**config.mk**
```make
export PLATFORM = sky130hd
export DESIGN_NAME = ext_clock_gen_monitor_ref
export DESIGN_NICKNAME = d
export VERILOG_FILES = /design/src/design/ext_clk_pkg.sv /design/src/design/tick_if.sv /design/src/design/edge_sync.sv /design/src/design/ref_divider.sv /design/src/design/ext_clock_gen_monitor_ref.sv
export VERILOG_INCLUDE_DIRS = /design/src /design/src/design
export SDC_FILE = /design/constraint.sdc
export NUM_CORES = 1
export LEC_CHECK = 0
export ABC_AREA = 1
export BUFFER_PORTS_ARGS = -buffer_cell sky130_fd_sc_hd__buf_2
export CELL_PAD_IN_SITES_DETAIL_PLACEMENT = 0
export CELL_PAD_IN_SITES_GLOBAL_PLACEMENT = 1
export CORE_MARGIN = 3
export CORE_UTILIZATION = 29
export CTS_CLUSTER_DIAMETER = 40
export CTS_CLUSTER_SIZE = 28
export DETAILED_ROUTE_END_ITERATION = 8
export HOLD_SLACK_MARGIN = 0.08
export PLACE_DENSITY = 0.86
export SLEW_MARGIN = 5
export SYNTH_ARGS = -nofsm -noshare
export SYNTH_HDL_FRONTEND = slang
export SYNTH_SLANG_ARGS = --single-unit
```
**constraint.sdc**
```tcl
create_clock -name i_clk_sys -period 1.45 [get_ports i_clk_sys]
set_input_delay 0.29 -clock i_clk_sys [delete_from_list [all_inputs] [get_ports i_clk_sys]]
set_output_delay 0.29 -clock i_clk_sys [all_outputs]
set_load 0.005 [all_outputs]
```
**src/design/ext_clk_regs.svh**
```systemverilog
// register map, field positions, reset values and divider counts of the external clock control block
`ifndef EXT_CLK_REGS_SVH
`define EXT_CLK_REGS_SVH

`define ADDR_CTRL           4'h0
`define ADDR_STATUS         4'h4
`define ADDR_COUNT          4'h8

`define CTRL_EXT_GEN_ON     0
`define CTRL_INT_GEN_ON     1
`define CTRL_RESET          2'h2

`define ST_STABLE           0
`define ST_ACTIVE           1
`define ST_AMP_EN           2
`define ST_PATH_EN          3
`define ST_SLOW             4
`define ST_AMP_OPT          5
`define ST_ALLOW            6
`define ST_INACTIVE         7
`define ST_STOP             8
`define ST_EXT_REF          9
`define ST_INT_REF          10
`define ST_SETTLE           11

`define SETTLE_SHORT_M1     12'h00F
`define SETTLE_LONG_M1      12'hFFF
`define REF_EXT_LONG_M1     12'h07F
`define REF_INT_LONG_M1     12'hFFF
`define SETTLE_SHORT_BIT    3
`define SETTLE_LONG_BIT     11

`endif

```
**src/design/ext_clk_pkg.sv**
```systemverilog
// types shared by the external clock control block
package ext_clk_pkg;
   typedef enum logic {
      MODE_SETTLE,
      MODE_REF
   } div_mode_t;
   typedef logic [11:0] long_cnt_t;
endpackage

```
**src/design/tick_if.sv**
```systemverilog
// carrier for a slow clock seen as a level plus a one-cycle falling-edge tick
`timescale 1ns/1ps
`default_nettype none
interface tick_if;
   logic tick;
   logic level;
   modport src (output tick, output level);
   modport dst (input tick, input level);
endinterface
`default_nettype wire

```
**src/design/edge_sync.sv**
```systemverilog
// two-flop synchroniser with falling-edge tick for a pin or foreign clock
`timescale 1ns/1ps
`default_nettype none
module edge_sync (
   input  wire logic i_clk_sys,
   input  wire logic i_rst_b,
   input  wire logic i_async,
   tick_if.src       o_sync
);
   logic meta;
   logic sync;
   logic prev;

   always_ff @(posedge i_clk_sys) begin
      if (!i_rst_b) begin
         meta <= 1'b0;
         sync <= 1'b0;
         prev <= 1'b0;
      end else begin
         meta <= i_async;
         sync <= meta;
         prev <= sync;
      end
   end

   assign o_sync.level = sync;
   assign o_sync.tick  = prev & ~sync;
endmodule
`default_nettype wire

```
**src/design/ref_divider.sv**
```systemverilog
// divide-by-four stage: output toggles every second tick, held low while not running
`timescale 1ns/1ps
`default_nettype none
module ref_divider (
   input  wire logic i_clk_sys,
   input  wire logic i_rst_b,
   tick_if.dst       i_src,
   output logic      o_ref
);
   logic [1:0] cnt;

   always_ff @(posedge i_clk_sys) begin
      if (!i_rst_b || !i_src.level) begin
         cnt <= 2'h0;
      end else if (i_src.tick) begin
         cnt <= cnt + 2'h1;
      end
   end

   assign o_ref = cnt[1];
endmodule
`default_nettype wire

```
**src/design/ext_clock_gen_monitor_ref.sv**
```systemverilog
// external clock generator control, stabilization timer and monitor reference dividers
//
// Summary of operation
// [RULE_01] slow crystal option selects reduced amplifier gain; clear selects full gain.
// [RULE_02] configuration must match slow crystal option to the attached crystal.
// [RULE_03] amplifier enabled only while generator active and crystal option set.
// [RULE_04] amplifier off returns oscillator output pin to port use.
// [RULE_05] input path enabled only while generator active; otherwise input pin is a port.
// [RULE_06] external reference from external clock, internal reference from base clock.
// [RULE_07] both clocks always divided by four; long divider chosen by slow option.
// [RULE_08] stable, slow clear: external ref divided 128*4, internal ref 1*4.
// [RULE_09] stable, slow set: external ref divided 1*4, internal ref 4096*4.
// [RULE_10] internal ref off with internal generator off; external ref off unless stable.
// [RULE_11] long divider doubles as settle timer, reset while generator inactive.
// [RULE_12] on enable, stable flag clear and external clock feeds long divider.
// [RULE_13] settle clock is external clock over 16, or 4096 with crystal option.
// [RULE_14] stable flag sets at settle clock fall after the full count.
// [RULE_15] once stable, long divider returns to making references.
// [RULE_16] stable cleared by inactivity returns long divider to settle timing.
// [RULE_17] software should switch monitor off after inactivity is detected.
// [RULE_18] generator active needs on bit and no stop; on bit needs clock allow.
// [RULE_19] stable flag clears on generator inactive or external inactivity.
// [RULE_20] options are static; divider selection changes only via stable flag.
//
// Design decisions made here: the AHB-Lite interface to the registers and the register offsets.
`timescale 1ns/1ps
`default_nettype none
`include "ext_clk_regs.svh"
module ext_clock_gen_monitor_ref (
   input  wire logic        i_clk_sys,
   input  wire logic        i_rst_b,
   // ahb-lite slave
   input  wire logic        i_hsel,
   input  wire logic [31:0] i_haddr,
   input  wire logic [1:0]  i_htrans,
   input  wire logic        i_hwrite,
   input  wire logic [2:0]  i_hsize,
   input  wire logic [31:0] i_hwdata,
   input  wire logic        i_hready,
   output logic             o_hreadyout,
   output logic             o_hresp,
   output logic [31:0]      o_hrdata,
   // static configuration
   input  wire logic        i_slow_crystal_option,
   input  wire logic        i_crystal_amp_option,
   input  wire logic        i_ext_clock_allow,
   // foreign-domain inputs
   input  wire logic        i_ext_clock,
   input  wire logic        i_int_base_clock,
   input  wire logic        i_stop_request,
   input  wire logic        i_ext_inactive,
   // oscillator pad control
   output logic             o_amp_enable,
   output logic             o_amp_low_gain,
   output logic             o_osc_out_port_sel,
   output logic             o_osc_in_path_enable,
   output logic             o_osc_in_port_sel,
   // generator status and monitor references
   output logic             o_ext_gen_active,
   output logic             o_ext_clock_stable,
   output logic             o_ext_settle_clock,
   output logic             o_ext_monitor_ref,
   output logic             o_int_monitor_ref
);

   // ---------------------------------------------------------------
   // input synchronisers
   // ---------------------------------------------------------------
   localparam int N_SYNC = 4;

   logic [N_SYNC-1:0] async_in;
   logic [N_SYNC-1:0] sync_tick;
   logic [N_SYNC-1:0] sync_level;

   assign async_in = {i_ext_inactive, i_stop_request, i_int_base_clock, i_ext_clock};

   // both clocks are sampled by the system clock, so each must stay well below
   // half of 200 MHz; faster sources lose edges and slow the references down
   generate
      for (genvar g = 0; g < N_SYNC; g++) begin : g_sync
         tick_if sync_if ();
         edge_sync u_sync (
            .i_clk_sys (i_clk_sys),
            .i_rst_b   (i_rst_b),
            .i_async   (async_in[g]),
            .o_sync    (sync_if.src)
         );
         assign sync_tick[g]  = sync_if.tick;
         assign sync_level[g] = sync_if.level;
      end
   endgenerate

   wire ext_tick    = sync_tick[0];
   wire base_tick   = sync_tick[1];
   wire stop_sync   = sync_level[2];
   wire inact_sync  = sync_level[3];

   // ---------------------------------------------------------------
   // control register and generator enables
   // ---------------------------------------------------------------
   logic ext_gen_on;
   logic int_gen_on;
   logic ext_clock_stable;
   ext_clk_pkg::div_mode_t div_mode;
   ext_clk_pkg::long_cnt_t long_cnt;
   logic settle_clk;

   wire ext_gen_active = ext_gen_on & ~stop_sync; // RULE_18
   wire int_gen_active = int_gen_on & ~stop_sync;
   wire amp_enable     = ext_gen_active & i_crystal_amp_option; // RULE_03
   wire path_enable    = ext_gen_active; // RULE_05

   // ---------------------------------------------------------------
   // ahb-lite slave: zero wait states, always OKAY
   // ---------------------------------------------------------------
   logic       wr_pend;
   logic [3:0] wr_addr;
   logic [31:0] status_word;
   logic [31:0] rd_mux;

   wire addr_take   = i_hsel & i_htrans[1] & i_hready;
   wire sel_ctrl    = (i_haddr[3:0] == `ADDR_CTRL) & (i_haddr[31:4] == 28'h0);
   wire sel_status  = (i_haddr[3:0] == `ADDR_STATUS) & (i_haddr[31:4] == 28'h0);
   wire sel_count   = (i_haddr[3:0] == `ADDR_COUNT) & (i_haddr[31:4] == 28'h0);
   wire ctrl_write  = wr_pend & (wr_addr == `ADDR_CTRL);

   always_comb begin
      status_word                = 32'h0;
      status_word[`ST_STABLE]    = ext_clock_stable;
      status_word[`ST_ACTIVE]    = ext_gen_active;
      status_word[`ST_AMP_EN]    = amp_enable;
      status_word[`ST_PATH_EN]   = path_enable;
      status_word[`ST_SLOW]      = i_slow_crystal_option;
      status_word[`ST_AMP_OPT]   = i_crystal_amp_option;
      status_word[`ST_ALLOW]     = i_ext_clock_allow;
      status_word[`ST_INACTIVE]  = inact_sync;
      status_word[`ST_STOP]      = stop_sync;
      status_word[`ST_EXT_REF]   = o_ext_monitor_ref;
      status_word[`ST_INT_REF]   = o_int_monitor_ref;
      status_word[`ST_SETTLE]    = settle_clk;
   end

   assign rd_mux = sel_ctrl   ? {30'h0, int_gen_on, ext_gen_on} :
                   sel_status ? status_word :
                   sel_count  ? {20'h0, long_cnt} :
                   32'h0;

   always_ff @(posedge i_clk_sys) begin
      if (!i_rst_b) begin
         wr_pend  <= 1'b0;
         wr_addr  <= 4'h0;
         o_hrdata <= 32'h0;
      end else if (addr_take) begin
         wr_pend  <= i_hwrite & sel_ctrl;
         wr_addr  <= i_haddr[3:0];
         o_hrdata <= i_hwrite ? 32'h0 : rd_mux;
      end else begin
         wr_pend  <= 1'b0;
      end
   end

   assign o_hreadyout = 1'b1;
   assign o_hresp     = 1'b0;

   // the on bit refuses to set while the external clock is not allowed
   always_ff @(posedge i_clk_sys) begin
      if (!i_rst_b) begin
         ext_gen_on <= 1'((`CTRL_RESET >> `CTRL_EXT_GEN_ON) & 2'h1);
         int_gen_on <= 1'((`CTRL_RESET >> `CTRL_INT_GEN_ON) & 2'h1);
      end else if (ctrl_write) begin
         ext_gen_on <= i_hwdata[`CTRL_EXT_GEN_ON] & i_ext_clock_allow; // RULE_18
         int_gen_on <= i_hwdata[`CTRL_INT_GEN_ON];
      end
   end

   // ---------------------------------------------------------------
   // shared long divider: settle timer or reference divider
   // ---------------------------------------------------------------
   ext_clk_pkg::div_mode_t want_mode;
   ext_clk_pkg::long_cnt_t limit_m1;
   ext_clk_pkg::long_cnt_t next_long_cnt;
   logic long_src_tick;
   logic long_wrap;
   logic settle_hi;
   logic next_stable;

   // mode follows the stable flag only; options are taken as static straps
   assign want_mode = ext_clock_stable ? ext_clk_pkg::MODE_REF
                                       : ext_clk_pkg::MODE_SETTLE; // RULE_15 RULE_16 RULE_20

   wire in_settle = (div_mode == ext_clk_pkg::MODE_SETTLE);

   always_comb begin
      case (div_mode)
         ext_clk_pkg::MODE_SETTLE: begin
            limit_m1      = i_crystal_amp_option ? `SETTLE_LONG_M1 : `SETTLE_SHORT_M1; // RULE_13
            long_src_tick = ext_tick; // RULE_12
         end
         ext_clk_pkg::MODE_REF: begin
            limit_m1      = i_slow_crystal_option ? `REF_INT_LONG_M1 : `REF_EXT_LONG_M1; // RULE_07
            long_src_tick = i_slow_crystal_option ? base_tick : ext_tick; // RULE_07
         end
         default: begin
            limit_m1      = `SETTLE_SHORT_M1;
            long_src_tick = 1'b0;
         end
      endcase
   end

   assign long_wrap = long_src_tick & (long_cnt == limit_m1);

   always_comb begin
      if (!ext_gen_active || (div_mode != want_mode)) begin
         next_long_cnt = 12'h000; // RULE_11
      end else if (long_src_tick) begin
         next_long_cnt = long_wrap ? 12'h000 : long_cnt + 12'h001;
      end else begin
         next_long_cnt = long_cnt;
      end
   end

   // upper half of the count is the high phase; the wrap is its falling edge
   assign settle_hi = i_crystal_amp_option ? long_cnt[`SETTLE_LONG_BIT]
                                           : long_cnt[`SETTLE_SHORT_BIT];

   // set wins over a clear that lands in the same cycle
   always_comb begin
      if (ext_gen_active && in_settle && long_wrap) begin
         next_stable = 1'b1; // RULE_14
      end else if (!ext_gen_active || inact_sync) begin
         next_stable = 1'b0; // RULE_19
      end else begin
         next_stable = ext_clock_stable;
      end
   end

   always_ff @(posedge i_clk_sys) begin
      if (!i_rst_b) begin
         long_cnt         <= 12'h000;
         div_mode         <= ext_clk_pkg::MODE_SETTLE;
         ext_clock_stable <= 1'b0;
         settle_clk       <= 1'b0;
      end else begin
         long_cnt         <= next_long_cnt;
         div_mode         <= want_mode;
         ext_clock_stable <= next_stable;
         settle_clk       <= ext_gen_active & in_settle & settle_hi; // RULE_13
      end
   end

   // ---------------------------------------------------------------
   // monitor references: fixed divide-by-four after an optional long stage
   // ---------------------------------------------------------------
   wire ref_long = ~in_settle & ext_clock_stable;
   wire ext_ref_tick = i_slow_crystal_option ? ext_tick : (ref_long & long_wrap); // RULE_08 RULE_09
   wire int_ref_tick = i_slow_crystal_option ? (ref_long & long_wrap) : base_tick; // RULE_08 RULE_09
   wire int_ref_from_base = ~(i_slow_crystal_option & ref_long);

   tick_if ext_ref_if ();
   tick_if int_ref_if ();

   assign ext_ref_if.tick  = ext_ref_tick; // RULE_06
   assign ext_ref_if.level = ref_long & ext_gen_active; // RULE_10
   // while settling in slow mode the base clock drives the internal reference directly
   assign int_ref_if.tick  = int_ref_from_base ? base_tick : int_ref_tick; // RULE_06
   assign int_ref_if.level = int_gen_active; // RULE_10

   logic ext_ref_raw;
   logic int_ref_raw;

   ref_divider u_ext_ref_div (
      .i_clk_sys (i_clk_sys),
      .i_rst_b   (i_rst_b),
      .i_src     (ext_ref_if.dst),
      .o_ref     (ext_ref_raw)
   );

   ref_divider u_int_ref_div (
      .i_clk_sys (i_clk_sys),
      .i_rst_b   (i_rst_b),
      .i_src     (int_ref_if.dst),
      .o_ref     (int_ref_raw)
   );

   // ---------------------------------------------------------------
   // registered pad controls and status outputs
   // ---------------------------------------------------------------
   always_ff @(posedge i_clk_sys) begin
      if (!i_rst_b) begin
         o_amp_enable         <= 1'b0;
         o_amp_low_gain       <= 1'b0;
         o_osc_out_port_sel   <= 1'b1;
         o_osc_in_path_enable <= 1'b0;
         o_osc_in_port_sel    <= 1'b1;
         o_ext_gen_active     <= 1'b0;
         o_ext_clock_stable   <= 1'b0;
         o_ext_settle_clock   <= 1'b0;
         o_ext_monitor_ref    <= 1'b0;
         o_int_monitor_ref    <= 1'b0;
      end else begin
         o_amp_enable         <= amp_enable; // RULE_03
         o_amp_low_gain       <= i_slow_crystal_option; // RULE_01
         o_osc_out_port_sel   <= ~amp_enable; // RULE_04
         o_osc_in_path_enable <= path_enable; // RULE_05
         o_osc_in_port_sel    <= ~path_enable; // RULE_05
         o_ext_gen_active     <= ext_gen_active;
         o_ext_clock_stable   <= ext_clock_stable;
         o_ext_settle_clock   <= settle_clk;
         o_ext_monitor_ref    <= ext_ref_raw;
         o_int_monitor_ref    <= int_ref_raw;
      end
   end

   // transfer size is not checked: only whole-word accesses are supported
   logic unused_ok;
   assign unused_ok = &{1'b0, i_hsize, i_haddr[1:0], i_hwdata[31:2]};

endmodule
`default_nettype wire

```
### Yosys cells after proc, flatten, opt, wreduce, memory -nomap -nowiden

Cells that the tools add are included.

* add/sub/neg operators: 3
* bitwise logic cells: 27
* mux-type cells: 17
* equal/unequal tests: 4
* reductions and logical operators: 16

Operators by type and width (count)
* two-way mux 12 bit: 7
* logical NOT 28 bit: 1
* case mux 12 bit (2 select lines): 1
* bitwise AND 1 bit: 20
* adder 12 x 1 -> 12 bit, second input constant: 1
* == test 12 bit: 1
* logical NOT 4 bit: 2
* two-way mux 1 bit: 8
* NOT 1 bit: 7
* adder 2 x 1 -> 2 bit, second input constant: 2
* == test 4 x 3 -> 1 bit, second input constant: 1
* == test 4 bit, second input constant: 1
* logical NOT 1 bit: 4
* logical OR 1 bit: 4
* logical AND 1 bit: 2
* case mux 1 bit (2 select lines): 1
* AND reduction 2 bit: 1
* nonzero test 2 bit: 1
* OR reduction 2 bit: 1
* != test 1 bit: 1

* flip-flop bits (word level): 77
* logic and storage cells: 97
* output and inout bits: 44
* input bits: 81

### Logic depth before layout (Yosys ltp)

* depth in word-level cells: 8
* mapped depth: 12
* mapped depth without buffers: 12

### By module

From an unflattened synthesis, not the netlist that was laid out.

* cell total of the unflattened synthesis: 398
* area, all modules: 2882.8 um2

By module, submodules not included
* ext_clock_gen_monitor_ref: area an instance 2342.2 um2, times used 1, seq. area each 840.8 um2, cells each 326
* edge_sync: area an instance 90.1 um2, times used 4, seq. area each 60.1 um2, cells each 11
* ref_divider: area an instance 90.1 um2, times used 2, seq. area each 40.0 um2, cells each 14

### Worst setup path before layout

OpenSTA, ideal clock, no wires.

* kind: flip-flop to flip-flop
* start: register long_cnt[0]
* end: register long_cnt[8]
* path buffers: 0
* arrival: 1.239 ns
* data required time: 1.335 ns
* path slack: 0.097 ns
* period minus slack after synthesis: 1.353 ns
* cell stages (with the launch flop): 8
* setup time: 0.115 ns
* path through: dfxtp_1 ha_1 nand2_1 nor3_2 nand3_2 nand2_2 a21oi_1 o21a_1

* longest elaborated chain between the ends: 3
* elaborated cells between the ends (all ways): 4
* classes of those cells: add/sub: 1; eq/ne: 1; mux: 1; bitwise: 1

RTL lines
* from (decl): RTL line ext_clock_gen_monitor_ref.sv:105 `ext_clk_pkg::long_cnt_t long_cnt;`
* from (signal assigned): RTL line ext_clock_gen_monitor_ref.sv:244 `long_cnt <= next_long_cnt;`
* parallel branches: the longest is 2 deep, another holds adder 12 x 1 -> 12 bit
* two-way mux 12 bit (*): RTL line ext_clock_gen_monitor_ref.sv:216 `next_long_cnt = long_wrap ? 12'h000 : long_cnt + 12'h001;`

Every way passes the cells marked *.
A chain may end at the register's enable or synchronous reset.

### Worst setup path after layout

* start: register long_cnt[0]
* end: register long_cnt[9]

The elaborated chain is that of the path after synthesis.

==> impl_metrics.json <==
{
  "vias_per_cell": 4.447,
  "crit_arrival_ns": 1.62,
  "status": "finished clean",
  "firstDrtPassIters": 4,
  "use_met2_pct": 21.76,
  "cts.reportedPaths.clkPinSlew_ns": 0.10,
  "diodes": 0,
  "ys_async_sr_fraction_pct": 0,
  "grt_pass1_vias": 2458,
  "cellLeakagePower_nw": 1.781,
  "grt_pass1_wl_um": 10760,
  "worst_setup_path_end_kind": "flop",
  "vdd_drop_max_mv": 0.3308,
  "timing.hold.ws_ns": 0.1480,
  "intPower_mw": 1.998,
  "cts_buffers": 5,
  "register_area_mm2": 0.001130,
  "multi_input_area_mm2": 0.001420,
  "ys_top_cells_by_area": "dfxtp_1 41%, nand2_1 11%, inv_1 7.1%, buf_4 6.6%, nand3_1 6.2%",
  "rsz0062_at_grt": "true",
  "rrSetupSlack_ns": 0.04,
  "die_h_um": 103.2,
  "postSynthAreaPerCell_um2": 7.111,
  "p_sw_share_pct": 24.10,
  "cts-htree-levels": 2,
  "fmax_ghz": 0.7098,
  "setup_slack_ns": 0.04118,
  "cts_root_buf": "clkbuf_8",
  "synth.most_common_cell": "nand2_1",
  "worstSetupPathType": "reg -> reg",
  "cts_sinks": 56,
  "routed_wl_um": 7089,
  "core_mm2": 0.008934,
  "critPathMaxFanout": 5,
  "cts_hold_repair.buffers": 0,
  "dieArea_mm2": 0.01064,
  "place.gp.congestion": 0.8137,
  "grt-busiest-layer": "met2",
  "drc": 0,
  "slew_violations": 0,
  "pwr-share-seq_pct": 59.4,
  "dp_hpwl_um": 5484,
  "final_layout_size_suffix_gt1_share_pct": 33.13,
  "p_per_area_mw_per_mm2": 714.7,
  "cts_buffer_depth": 2,
  "r2r_end": "long_cnt[9]",
  "p_total_mw": 2.632,
  "start_kind": "flop",
  "grt_usage_pct": 12.65,
  "synth_seq_cells": 56,
  "grt_max_degree": 22,
  "ys.flop_type": "dfxtp_1",
  "p_switching_mw": 0.6342,
  "hp-start": "i_ext_clock",
  "yosysSeqAreaShare_pct": 40.95,
  "ys_warn_count": 0,
  "pin_count": 125,
  "synthDominantCellAreaShare_pct": 40.95,
  "p_clk_share_pct": 32.5,
  "synth_edf_count": 0,
  "synth_area_mm2": 0.002738,
  "reg2reg_depth": 7,
  "period_minus_slack_ns": 1.409,
  "n_fill_cell": 897,
  "num_rows": 34,
  "grt_antenna_before_repair": 0,
  "layout_worst_path_cycle_share_pct": 97.16,
  "fin_setup_tns_ns": 0,
  "hold_viol_final": 0,
  "worst_r2r_startpoint": "long_cnt[0]",
  "synth_common_cells": "82 x nand2_1, 56 x dfxtp_1, 52 x inv_1",
  "setup_viol": 0,
  "clkLatencyLatePin_ns": 0.31,
  "max_cap_viol_count": 0,
  "ant_nets": 0,
  "start_util_pct": 30.64,
  "syn_inst": 385,
  "vias": 2695,
  "pre_cts_slack_ns": -0.1397,
  "hold_end": "g_sync[0].u_sync.meta",
  "gr-total-overflow": 0,
  "grtUsageMet1_pct": 16.06,
  "cts_tree": "built",
  "holdPathStages": 3,
  "min_path_type": "in -> reg",
  "die_w_um": 103.2,
  "synth_cell_types": 34,
  "place_area_mm2": 0.003401,
  "synth_top_area_cell": "dfxtp_1",
  "drt-initial-drc-count": 137,
  "worstPathRequired_ns": 1.66,
  "fin_skew_ns": 0.007955,
  "fin_area_mm2": 0.003682,
  "grtUsageMet3_pct": 2.503,
  "area_delta_synth_final_pct": 34.51,
  "port_buffers": 68,
  "combPwrFrac_pct": 8.2,
  "finalNetCount": 580,
  "wl_per_cell_um": 11.70
}
-- layout by cell type (no fill, tap or decap), types with 4 or more instances in the layout --
cell type / n
clkbuf_8: 5
dfxtp_2: 4
inv_1: 49
inv_2: 4
nor2_4: 6
a21oi_1: 21
nor3_1: 8
nand2_1: 78
conb_1: 22
buf_2: 68
nor2_1: 36
buf_4: 44
nand3_1: 33
o21ai_0: 13
nand2_4: 5
nand2_2: 8
dfxtp_1: 51
nand4_1: 5
-- worst max path at each step --
stage | to | cells after the start | slack [ns] | startpoint
after floorplan | long_cnt[8] | 7 | 0.1 | long_cnt[0]
after global placement | long_cnt[9] | 10 | -0.12 | i_crystal_amp_option
after detailed placement | long_cnt[9] | 10 | -0.14 | i_crystal_amp_option
after CTS | long_cnt[9] | 7 | 0.003 | long_cnt[0]
after global routing | long_cnt[9] | 9 | -0.06 | div_mode
final | long_cnt[9] | 7 | 0.04 | long_cnt[0]
-- timing repair --
item	CTS	global route
pin swaps	0	10
setup endpoints to repair	14	15
gates resized for setup	5	40
cloned	0	1
setup buffers	0	5
-- metrics by stage --
step,util [%],instances
after global routing,41.22,606
final,41.22,606
after detailed placement,38.07,592
after global placement,38.07,592
after CTS,39.15,600
after floorplan,-,405
-- power groups by stage --
| stage | combinational (mW) | sequential, mW | clock, mW |
|---|---|---|---|
| 5_1_grt | 0.244 | 1.57 | 0.951 |
| 4_1_cts | 0.206 | 1.57 | 0.895 |
| 3_3_place_gp | 0.199 | 1.60 | 0 |
| 3_5_place_dp | 0.204 | 1.60 | 0 |
| 2_1_floorplan | 0.135 | 1.60 | 0 |
| 6_report | 0.215 | 1.56 | 0.854 |
-- worst max-delay path, stage by stage, from the launching register on --
cell,delay (ns)
dfxtp_2,0.36
ha_4,0.14
nand2_2,0.10
nor3_4,0.27
nand3_4,0.15
nand2_4,0.14
a21oi_2,0.04
o21a_1,0.10
-- state kept, by name (all words and copies together), names as in the netlist, 2 cells and up --
register                    flops
u_int_ref_div.cnt               2
u_ext_ref_div.cnt               2
long_cnt                       12
g_sync.u_sync.meta              4
wr_addr                         4
o_hrdata                       12
g_sync.u_sync.o_sync.level      4
g_sync.u_sync.prev              2
-- cells by family (layout without fill, tap and decap cells) --
kind of cell / after synthesis / after routing / synth area share (%)
and+or+nand+nor: 188 / 189 / 31.26
AOI/OAI and AO/OA: 50 / 50 / 10.51
buffers and inverters: 84 / 176 / 15.13
other: 2 / 22 / 0.2743
adders and majority gates: 2 / 2 / 0.9139
DFF: 56 / 56 / 40.95
xor gates and xnor gates: 3 / 3 / 0.9600
-- metal layers --
| metal | part of all wire [%] | wire, um |
|---|---|---|
| met5 | 0 | 0 |
| met4 | 1.2 | 87 |
| met3 | 5.3 | 379 |
| met2 | 49 | 3491 |
| met1 | 44 | 3131 |
-- cell type report --
cell class | count | area share (%)
multi-input cells | 266 | 38.57
repair buffers | 115 | 19.37
inverters | 53 | 5.403
flip-flops and latches | 56 | 30.68
clock buffers | 7 | 2.073
clock inverters | 1 | 0.2379
well taps | 108 | 3.670
(Power assumes the default switching activity.)
